File: config.mk
export PLATFORM = sky130hd
export DESIGN_NAME = crb_capture
export DESIGN_NICKNAME = d
export VERILOG_FILES = /design/src/rtl/crb_fall_delay.v /design/src/rtl/crb_out_stage.v /design/src/rtl/crb_capture.v
export VERILOG_INCLUDE_DIRS = /design/src /design/src/rtl
export SDC_FILE = /design/constraint.sdc
export NUM_CORES = 1
export LEC_CHECK = 0
export ABC_AREA = 1
export BUFFER_PORTS_ARGS = -buffer_cell sky130_fd_sc_hd__buf_2
export CAP_MARGIN = 15
export CORE_MARGIN = 4
export CORE_UTILIZATION = 25
export DETAILED_ROUTE_END_ITERATION = 7
export PLACE_DENSITY = 0.41
export SLEW_MARGIN = 15
export SYNTH_ARGS = -nofsm -noshare
export SYNTH_HDL_FRONTEND = slang
export SYNTH_SLANG_ARGS = --single-unit
File: constraint.sdc
create_clock -name core_clk -period 1.4 [get_ports core_clk]
set_input_delay 0 -clock core_clk [delete_from_list [all_inputs] [get_ports core_clk]]
set_output_delay 0 -clock core_clk [all_outputs]
set_load 0.02 [all_outputs]
File: src/rtl/crb_defines.vh
// constants for the cascade receiver byte capture block
`ifndef CRB_DEFINES_VH
`define CRB_DEFINES_VH

// ----------------------------------------
// data layout
// ----------------------------------------
`define CRB_DATA_W 9
`define CRB_WIDE_BIT 8

// ----------------------------------------
// timing
// ----------------------------------------
`define CRB_CLK_PERIOD_NS 10
`define CRB_FALL_DELAY_NS 20
`define CRB_FALL_DELAY_CYC ((`CRB_FALL_DELAY_NS + `CRB_CLK_PERIOD_NS - 1) / `CRB_CLK_PERIOD_NS)

// ----------------------------------------
// register offsets
// ----------------------------------------
`define CRB_ADDR_W 4
`define CRB_REG_CTRL 4'h0
`define CRB_REG_STATUS 4'h4
`define CRB_REG_OUTDATA 4'h8
`define CRB_REG_WORDS 4'hC

// ----------------------------------------
// control fields
// ----------------------------------------
`define CRB_CTRL_SOFT_SYNC 0
`define CRB_CTRL_GATE 1
`define CRB_CTRL_RESET 32'h00000002
`define CRB_CTRL_GATE_RESET 1'b1

// ----------------------------------------
// status fields
// ----------------------------------------
`define CRB_ST_TAKEN 0
`define CRB_ST_HOLD 1
`define CRB_ST_ARMED 2
`define CRB_ST_FALL 3
`define CRB_ST_DEC_PEND 4

`endif

File: src/rtl/crb_fall_delay.v
// fixed delay from catch-enable fall to byte-taken fall
`timescale 1ns/1ps
`default_nettype none

module crb_fall_delay #(
  parameter CYC = 2,
  parameter CW = 4
) (
  // clock and reset
  input wire core_clk,
  input wire nrst,
  // control
  input wire start,
  input wire abort,
  // status
  output reg busy,
  output wire done
);

  reg [CW-1:0] count;

  assign done = busy & (count == {CW{1'b0}});

  always @(posedge core_clk) begin
    if (!nrst) begin
      busy <= 1'b0;
      count <= {CW{1'b0}};
    end else if (abort) begin
      busy <= 1'b0;
      count <= {CW{1'b0}};
    end else if (start && !busy) begin
      busy <= 1'b1;
      count <= CYC[CW-1:0] - {{(CW-1){1'b0}}, 1'b1};
    end else if (done) begin
      busy <= 1'b0;
    end else if (busy) begin
      count <= count - {{(CW-1){1'b0}}, 1'b1};
    end
  end

endmodule

`default_nettype wire

File: src/rtl/crb_out_stage.v
// decoder latch and output latch with strobes
`timescale 1ns/1ps
`default_nettype none

module crb_out_stage #(
  parameter DW = 9
) (
  // clock and reset
  input wire core_clk,
  input wire nrst,
  // from input latch
  input wire release_byte,
  input wire [DW-1:0] in_data,
  input wire in_cmd,
  input wire in_viol,
  // outputs
  output reg [DW-1:0] data_out,
  output reg code_violation_out,
  output reg data_out_strobe,
  output reg command_out_strobe,
  output reg dec_pend
);

  reg [DW-1:0] dec_data;
  reg dec_cmd;
  reg dec_viol;

  // input latch to decoder latch on release
  always @(posedge core_clk) begin
    if (!nrst) begin
      dec_data <= {DW{1'b0}};
      dec_cmd <= 1'b0;
      dec_viol <= 1'b0;
      dec_pend <= 1'b0;
    end else begin
      dec_pend <= release_byte;
      if (release_byte) begin
        dec_data <= in_data;
        dec_cmd <= in_cmd;
        dec_viol <= in_viol;
      end
    end
  end

  // decoder latch to output latch one clock later, strobe with it
  always @(posedge core_clk) begin
    if (!nrst) begin
      data_out <= {DW{1'b0}};
      code_violation_out <= 1'b0;
      data_out_strobe <= 1'b0;
      command_out_strobe <= 1'b0;
    end else begin
      data_out_strobe <= dec_pend & ~dec_cmd;
      command_out_strobe <= dec_pend & dec_cmd;
      if (dec_pend) begin
        data_out <= dec_data;
        code_violation_out <= dec_viol;
      end
    end
  end

endmodule

`default_nettype wire

File: src/rtl/crb_capture.v
// capture control of one receiver in a cascade sharing one serial line
`timescale 1ns/1ps
`default_nettype none
`include "crb_defines.vh"

module crb_capture #(
  parameter DW = `CRB_DATA_W,
  parameter FALL_CYC = `CRB_FALL_DELAY_CYC,
  parameter WORD_CW = 16
) (
  // clock and reset
  input wire core_clk,
  input wire nrst,
  // symbol classifier
  input wire sym_half,
  input wire sym_half_sync,
  input wire sym_done,
  input wire sym_sync,
  input wire sym_cmd,
  input wire sym_violation,
  input wire [DW-1:0] sym_data,
  // configuration pins
  input wire data_width_select,
  // cascade chain
  input wire catch_enable_in,
  output wire byte_taken_out,
  // parallel outputs
  output wire [DW-1:0] data_out,
  output wire code_violation_out,
  output wire data_out_strobe,
  output wire command_out_strobe,
  // register port
  input wire [`CRB_ADDR_W-1:0] reg_addr,
  input wire [31:0] reg_wdata,
  input wire reg_wr,
  input wire reg_rd,
  output reg [31:0] reg_rdata
);

  // ----------------------------------------
  // state encoding
  // ----------------------------------------
  // one-hot; state[1] doubles as the armed status bit
  localparam [4:0] S_WAIT = 5'h01;
  localparam [4:0] S_ARMED = 5'h02;
  localparam [4:0] S_HALF = 5'h04;
  localparam [4:0] S_FULL = 5'h08;
  localparam [4:0] S_FALL = 5'h10;

  // ----------------------------------------
  // declarations
  // ----------------------------------------
  reg [4:0] state;
  reg [4:0] next_state;
  reg taken;
  reg next_taken;
  reg ctrl_gate;
  reg soft_sync;
  reg [DW-1:0] in_data;
  reg in_cmd;
  reg in_viol;
  reg in_valid;
  reg [WORD_CW-1:0] words;
  reg load_in;
  reg release_byte;
  reg fall_start;
  reg fall_abort;
  reg [31:0] next_rdata;
  wire enable_ok;
  wire sync_evt;
  wire half_data;
  wire [DW-1:0] masked_data;
  wire fall_busy;
  wire fall_done;
  wire dec_pend;
  wire [4:0] status_bits;

  // ----------------------------------------
  // helpers
  // ----------------------------------------
  function [DW-1:0] width_mask;
    input [DW-1:0] d;
    input wide;
    begin
      width_mask = d;
      if (!wide) begin
        width_mask[`CRB_WIDE_BIT] = 1'b0;
      end
    end
  endfunction

  function is_reg;
    input [`CRB_ADDR_W-1:0] a;
    input [`CRB_ADDR_W-1:0] r;
    begin
      is_reg = (a == r);
    end
  endfunction

  // ----------------------------------------
  // event decode
  // ----------------------------------------
  // software gate acts as a second enable term
  assign enable_ok = catch_enable_in & ctrl_gate;
  // a full sync symbol or a software sync resets the chain
  assign sync_evt = (sym_done & sym_sync) | soft_sync;
  // half a symbol is enough to tell data from sync
  assign half_data = sym_half & ~sym_half_sync;
  // narrow mode clears bit 8 before the input latch sees it
  assign masked_data = width_mask(sym_data, data_width_select);

  // ----------------------------------------
  // chain output
  // ----------------------------------------
  // registered, so the next receiver sees a clean level one clock
  // after the half symbol that decided it
  assign byte_taken_out = taken;

  // ----------------------------------------
  // capture state machine
  // ----------------------------------------
  always @* begin
    next_state = state;
    next_taken = taken;
    load_in = 1'b0;
    release_byte = 1'b0;
    fall_start = 1'b0;
    fall_abort = 1'b0;
    case (state)
      S_WAIT: begin
        // forced low in case a fall delay was cut short by reset of the chain
        next_taken = 1'b0;
        if (enable_ok) begin
          next_state = S_ARMED;
        end
      end
      S_ARMED: begin
        // a lone sym_done is ignored, so arming mid-symbol waits for the next byte
        if (sync_evt) begin
          next_taken = 1'b0;
        end else if (!enable_ok) begin
          next_state = S_WAIT;
        end else if (half_data) begin
          next_state = S_HALF;
          next_taken = 1'b1;
        end
      end
      S_HALF: begin
        if (sync_evt) begin
          next_taken = 1'b0;
          next_state = enable_ok ? S_ARMED : S_WAIT;
        end else if (!enable_ok) begin
          // enable lost before the byte completed: drop it, only delay the fall
          next_state = S_FALL;
          fall_start = 1'b1;
        end else if (sym_done) begin
          load_in = 1'b1;
          next_state = S_FULL;
        end
      end
      S_FULL: begin
        // later bytes are refused here until sync or a re-enable
        if (sync_evt) begin
          release_byte = in_valid;
          next_taken = 1'b0;
          next_state = enable_ok ? S_ARMED : S_WAIT;
        end else if (!enable_ok) begin
          release_byte = in_valid;
          fall_start = 1'b1;
          next_state = S_FALL;
        end
      end
      S_FALL: begin
        if (sync_evt) begin
          // a sync during the delay lowers byte-taken at once
          fall_abort = 1'b1;
          next_taken = 1'b0;
          next_state = enable_ok ? S_ARMED : S_WAIT;
        end else if (fall_done) begin
          next_taken = 1'b0;
          next_state = S_WAIT;
        end
      end
      default: begin
        // illegal codes recover to waiting
        next_state = S_WAIT;
        next_taken = 1'b0;
      end
    endcase
  end

  always @(posedge core_clk) begin
    if (!nrst) begin
      state <= S_WAIT;
      taken <= 1'b0;
    end else begin
      state <= next_state;
      taken <= next_taken;
    end
  end

  // ----------------------------------------
  // input latch
  // ----------------------------------------
  always @(posedge core_clk) begin
    if (!nrst) begin
      in_data <= {DW{1'b0}};
      in_cmd <= 1'b0;
      in_viol <= 1'b0;
      in_valid <= 1'b0;
    end else if (load_in) begin
      // held until released, later bytes never overwrite it
      in_data <= masked_data;
      in_cmd <= sym_cmd;
      in_viol <= sym_violation;
      in_valid <= 1'b1;
    end else if (release_byte) begin
      in_valid <= 1'b0;
    end
  end

  // ----------------------------------------
  // released word counter
  // ----------------------------------------
  always @(posedge core_clk) begin
    if (!nrst) begin
      words <= {WORD_CW{1'b0}};
    end else if (release_byte) begin
      // wraps silently; software works with differences
      words <= words + {{(WORD_CW-1){1'b0}}, 1'b1};
    end
  end

  // ----------------------------------------
  // byte-taken fall delay
  // ----------------------------------------
  // the delay lets the low level ripple one stage at a time,
  // so downstream receivers release after their upstream neighbour
  crb_fall_delay #(
    .CYC(FALL_CYC),
    .CW(4)
  ) u_fall (
    .core_clk(core_clk),
    .nrst(nrst),
    .start(fall_start),
    .abort(fall_abort),
    .busy(fall_busy),
    .done(fall_done)
  );

  // ----------------------------------------
  // decoder and output latches
  // ----------------------------------------
  crb_out_stage #(
    .DW(DW)
  ) u_out (
    .core_clk(core_clk),
    .nrst(nrst),
    .release_byte(release_byte),
    .in_data(in_data),
    .in_cmd(in_cmd),
    .in_viol(in_viol),
    .data_out(data_out),
    .code_violation_out(code_violation_out),
    .data_out_strobe(data_out_strobe),
    .command_out_strobe(command_out_strobe),
    .dec_pend(dec_pend)
  );

  // ----------------------------------------
  // register writes
  // ----------------------------------------
  // soft sync is a one-cycle pulse after the write
  // the gate resets open so a head receiver works with no set-up
  always @(posedge core_clk) begin
    if (!nrst) begin
      ctrl_gate <= `CRB_CTRL_GATE_RESET;
      soft_sync <= 1'b0;
    end else begin
      soft_sync <= 1'b0;
      if (reg_wr && is_reg(reg_addr, `CRB_REG_CTRL)) begin
        ctrl_gate <= reg_wdata[`CRB_CTRL_GATE];
        soft_sync <= reg_wdata[`CRB_CTRL_SOFT_SYNC];
      end
    end
  end

  // ----------------------------------------
  // register reads
  // ----------------------------------------
  // status bits, low to high: taken, holding, armed, fall busy, decoder pending
  assign status_bits = {dec_pend, fall_busy, state[1], in_valid, taken};

  // read data stands one cycle after the strobe, zero otherwise
  always @* begin
    next_rdata = 32'h00000000;
    if (reg_rd) begin
      if (is_reg(reg_addr, `CRB_REG_CTRL)) begin
        next_rdata = {30'h00000000, ctrl_gate, 1'b0};
      end else if (is_reg(reg_addr, `CRB_REG_STATUS)) begin
        next_rdata = {27'h0000000, status_bits};
      end else if (is_reg(reg_addr, `CRB_REG_OUTDATA)) begin
        next_rdata = {{(30-DW){1'b0}}, in_cmd, in_viol, in_data};
      end else if (is_reg(reg_addr, `CRB_REG_WORDS)) begin
        next_rdata = {{(32-WORD_CW){1'b0}}, words};
      end
    end
  end

  always @(posedge core_clk) begin
    if (!nrst) begin
      reg_rdata <= 32'h00000000;
    end else begin
      reg_rdata <= next_rdata;
    end
  end

endmodule

`default_nettype wire

# [Yosys cells after proc, flatten, opt, wreduce, memory -nomap -nowiden]
# Cells that the tools add are included.
[classes] add_sub_neg=2 n_eq_ne=18 muxes=43 n_bitwise=13 n_reduce_logical=21
[op_table] operator="5-bit two-way mux" count=12
[op_table] operator="1-bit two-way mux" count=25
[op_table] operator="5-bit one-hot mux with 5 select lines" count=1
[op_table] operator="11-bit two-way mux" count=2
[op_table] operator="16-bit by 1-bit adder with 16-bit output (second input constant)" count=1
[op_table] operator="3-bit != test (second input constant)" count=5
[op_table] operator="4-bit equality test (second input constant)" count=2
[op_table] operator="4-bit logical NOT" count=2
[op_table] operator="2-bit AND reduction" count=4
[op_table] operator="1-bit AND" count=6
[op_table] operator="1-bit inverter" count=6
[op_table] operator="6-bit AND reduction" count=1
[op_table] operator="2-bit nonzero test" count=3
[op_table] operator="3-bit OR reduction" count=2
[op_table] operator="6-bit OR reduction" count=1
[op_table] operator="5-bit by 1-bit equality test with 1-bit output (second input constant)" count=1
[op_table] operator="5-bit by 2-bit equality test with 1-bit output (second input constant)" count=1
[op_table] operator="5-bit by 3-bit equality test with 1-bit output (second input constant)" count=1
[op_table] operator="5-bit by 4-bit equality test with 1-bit output (second input constant)" count=1
[op_table] operator="5-bit equality test (second input constant)" count=1
[op_table] operator="5-bit OR reduction" count=1
[op_table] operator="4-bit by 3-bit equality test with 1-bit output (second input constant)" count=1
[op_table] operator="2-bit two-way mux" count=2
[op_table] operator="2-bit by 1-bit != test with 1-bit output (second input constant)" count=2
[op_table] operator="10 further kinds" count=13
[totals] reg_bits=97 inputBits=57 output_inout_bits=45

# [Longest topological paths before layout]
[logic_depth] word_depth=7 ltp_mapped=11 depth_no_buf=11

# [By module]
# Synthesis repeated with hierarchy kept, for this count alone.
[hier_totals] hier_cells=581 area_unflattened_um2=4040.1
[modules_own_cells] module="crb_capture" n_inst=1 cells_each=398 area_each_um2=2790.2 seq_area_each_um2=1041.0
[modules_own_cells] module="crb_out_stage" n_inst=1 cells_each=141 area_each_um2=959.7 seq_area_each_um2=480.5
[modules_own_cells] module="crb_fall_delay" n_inst=1 cells_each=42 area_each_um2=290.3 seq_area_each_um2=100.1

# [Worst setup path before layout]
# No wires, ideal clock.
[synth_path] path_type="flip-flop to flip-flop" from="register ctrl_gate" to="register in_cmd" setup_time_ns=0.119 arrival_time_ns=1.188 t_required_ns=1.281 slack_ns=0.093 path_stages_with_launch=9 path_buffers=1 period_less_slack_ns=1.307 cell_sequence="dfxtp_1 nand2_2 nor2_1 inv_2 nor2_2 nand2_1 buf_2 o21ai_0 a21oi_1"
[synth_between] elab_chain_cells=4
[synth_rtl] element="start: declaration" line_no="crb_capture.v:57" rtl="reg ctrl_gate;"
[synth_rtl] element="start signal: assignment" line_no="crb_capture.v:277" rtl="ctrl_gate <= `CRB_CTRL_GATE_RESET;"
[synth_rtl] element="start signal: assignment" line_no="crb_capture.v:282" rtl="ctrl_gate <= reg_wdata[`CRB_CTRL_GATE];"
[synth_rtl] element="1-bit AND" line_no="crb_capture.v:104" rtl="assign enable_ok = catch_enable_in & ctrl_gate;"
[synth_rtl] element="1-bit two-way mux" line_no="crb_capture.v:152" rtl="end else if (!enable_ok) begin"
[synth_rtl] element="1-bit two-way mux" line_no="crb_capture.v:149" rtl="if (sync_evt) begin"
[synth_rtl] element="1-bit two-way mux" line_no="crb_capture.v:129" rtl="case (state)"
[synth_rtl] element="end signal: assignment" line_no="crb_capture.v:214" rtl="in_cmd <= sym_cmd;"
[synth_rtl] element="end: declaration" line_no="crb_capture.v:60" rtl="reg in_cmd;"
# No other way between the ends.
# A chain may end at the register's enable or synchronous reset.

# [Worst setup path after layout]
[layout_path] from="register state[0]" to="register u_out.dec_data[4]"
[layout_between] elab_chain_cells=2
[layout_rtl] element="start: declaration" line_no="crb_capture.v:53" rtl="reg [4:0] state;"
[layout_rtl] element="start signal: assignment" line_no="crb_capture.v:197" rtl="state <= next_state;"
[layout_rtl] element="5-bit by 4-bit equality test with 1-bit output" line_no="crb_capture.v:129"
[layout_rtl] element="1-bit two-way mux" line_no="crb_capture.v:129"
[layout_rtl] element="end signal: assignment" line_no="crb_out_stage.v:31" rtl="dec_data <= {DW{1'b0}};"
[layout_rtl] element="end signal: assignment" line_no="crb_out_stage.v:38" rtl="dec_data <= in_data;"
[layout_rtl] element="end: declaration" line_no="crb_out_stage.v:24" rtl="reg [DW-1:0] dec_data;"
# No other way between the ends.

==> metrics.yaml <==
outcome: "finished, violations left"
violations: "negative setup slack"
required_ns: 1.67
grt_pass1_wl_um: 16300
clock_path_buffers: 2
coreArea_sq_um: 14000
antenna_found_initial: 0
internal-power_mw: 4.30
drc: 0
final_common_cell: "dfxtp_1"
place_congestion: 0.787
synthAdderAreaFrac_pct: 1.04
setup_violations: 8
synth_warnings: 0
p_leak_nw: 2.24
seq_area_frac_synth_pct: 45.1
dr_total_vias: 3483
synth_top_family_by_area: "simple AND/OR/NAND/NOR gates"
pin_count: 102
clock_sinks: 81
drv_cap: 0
syn_inst: 501
end_kind: "flop"
std_cell_rows: 43
htree_num_levels: 3
dp_hpwl_um: 7350
overflow: 0
syn_avg_cell_area_sq_um: 7.18
fin_ws_ns: -0.0278
die_w_um: 128
die-area_sq_um: 16400
crit_arrival_ns: 1.70
synth_async_sr_flop_share_pct: 0
cp_max_fo: 6
seqPwrFrac_pct: 41.8
min_period_ns: 1.43
fmax_mhz: 700
combPwrFrac_pct: 15.4
via_per_inst: 4.36
start_util_pct: 25.7
final_util_pct: 37.0
hold_slack_ns: 0.00361
clock-root-buffer: "clkbuf_16"
synthTopCellsByArea: "dfxtp_1 45%, nor2_1 8.9%, nand2_1 8.2%"
synth-simple-area-share_pct: 24.9
total_power_mw: 5.81
rsz0062_at_grt: "yes"
synth_edf_count: 0
synth_compound_area_share_pct: 14.6
p_sw_mw: 1.51
pwr-share-clk_pct: 42.8
grt_max_degree: 49
cp-start-kind: "flop"
mostFrequentLayoutCells: "73 x dfxtp_1, 72 x nor2_1, 64 x nand2_1"
critPathKind: "reg2reg"
ys_seq_elements: 81
grt_usage_pct: 12.8
synthToLayoutAreaGrowth_pct: 43.9
ys.flop_type: "dfxtp_1"
syn_area_sq_um: 3590
grt_pass1_vias: 3313
ir_worst_vdd_mv: 0.823
dpl_cell_area_sq_um: 4300
power_density_nw_per_um2: 1120
cts.clk_slew.worst_paths_ns: 0.06
hold_path_class: "in2reg"
postRouteAntennaNets: 0
yosysTopAreaCellShare_pct: 45.1
post-route-period-util_pct: 102
fin_nets: 675
cts_tree: "built"
dr.pass1.iters: 4
io_buffers: 55
drt_iter0_markers: 171
post-synth-top-area-cell: "dfxtp_1"
n_antenna_cell: 0
skew_ns: 0.00654
ys_types: 29
report.final.slew_viol_count: 0
synth_xor_xnor_area_share_pct: 1.71
hold_viol_final: 0
wl_per_cell_um: 12.9
cts_buffers: 9
switching_share_pct: 26.0
insertion_delay_ns: 0.34
drt_wl_total_um: 10300
synth.mux.area_fraction_pct: 0
layout-drive-gt1-share_pct: 31.3
nFillCells: 1502
die_y_um: 128
final_area_sq_um: 5170
[through the flow]
step,setup slack [ns],std cells,setup TNS (ns)
after CTS,0.00134,791,0
after global placement,-0.143,760,-0.616
after global routing,-0.111,799,-2.90
after floorplan,0.0926,516,0
after detailed placement,-0.123,760,-0.744
final,-0.0278,799,-0.121
[sequential cells by signal, indices dropped and copies added (netlist names), 4 cells and up]
register and count:
u_out.data_out 9, in_data 9, u_fall.count 4, words 16
u_out.dec_data 9, state 5, reg_rdata 16
[layer usage]
| layer | GRT usage (%) | up-vias | wire [um] |
|---|---|---|---|
| met5 | 0 | - | 0 |
| met4 | 3.87 | 0 | 121 |
| met3 | 4.42 | 10 | 445 |
| met2 | 21.4 | 51 | 4980 |
| met1 | 15.4 | 1622 | 4760 |
| li1 | - | 1800 | - |
[worst paths after layout]
path | from | end | slack [ns] | cells after the start
worst min register to register | u_out.dec_cmd | u_out.data_out_strobe | 0.48 | 1
worst min-delay path | data_width_select | in_data[8] | 0.004 | 3
worst max register to register | state[0] | u_out.dec_data[4] | -0.03 | 8
worst max-delay path | state[0] | u_out.dec_data[4] | -0.03 | 8
[power by group through the flow]
| stage | clock, mW | combinational [mW] | sequential (mW) |
|---|---|---|---|
| after floorplan | 0 | 0.492 | 2.46 |
| after global placement | 0 | 0.758 | 2.46 |
| after detailed placement | 0 | 0.759 | 2.46 |
| after CTS | 2.57 | 0.806 | 2.42 |
| after global routing | 2.66 | 1.00 | 2.43 |
| final | 2.48 | 0.896 | 2.43 |
[logic make-up (layout without fill, tap and decap cells)]
family | after synthesis | in the layout
compound gates | 101 | 101
xor+xnor | 7 | 7
fa+ha+maj | 3 | 3
buf+inv | 98 | 201
flops | 81 | 81
other cells | 1 | 16
simple gates | 210 | 210
[cell type report]
type,instances,area (sq um),area share (%)
flip-flops and latches,81,1640,31.7
inverters,65,256,4.96
repair buffers,120,905,17.5
clock buffers,10,229,4.43
well taps,180,225,4.36
multi-input cells,337,1830,35.3
repair inverters,1,8.76,0.169
clock inverters,5,81.3,1.57
[critical path, stage by stage (launching register included)]
cell and delay, ns:
dfxtp_2 0.33, nor2_4 0.17, nand2_4 0.08, nor2_4 0.16, nand3_4 0.15, clkinv_8 0.12
clkbuf_16 0.14, o21ai_0 0.07, a21oi_1 0.13
[cell usage after synthesis, types with 3 or more instances]
cell / n
ha_1: 3
inv_1: 63
o22ai_1: 10
o21ai_0: 43
nor3_1: 5
nand3_1: 26
buf_4: 16
buf_2: 5
a21oi_1: 45
nor2_1: 85
dfxtp_1: 81
nand2_2: 3
nand4_1: 4
nand2_1: 79
xor2_1: 7
clkbuf_1: 10
[timing repair]
action / CTS / global route
gates resized for setup: 12 / 87
pin swaps: 2 / 20
hold buffers: 16 / 1
hold endpoints to repair: 13 / 1
buffers inserted: 0 / 4
setup endpoints to repair: 28 / 46
cloned: 0 / 3
(Power assumes the default switching activity.)
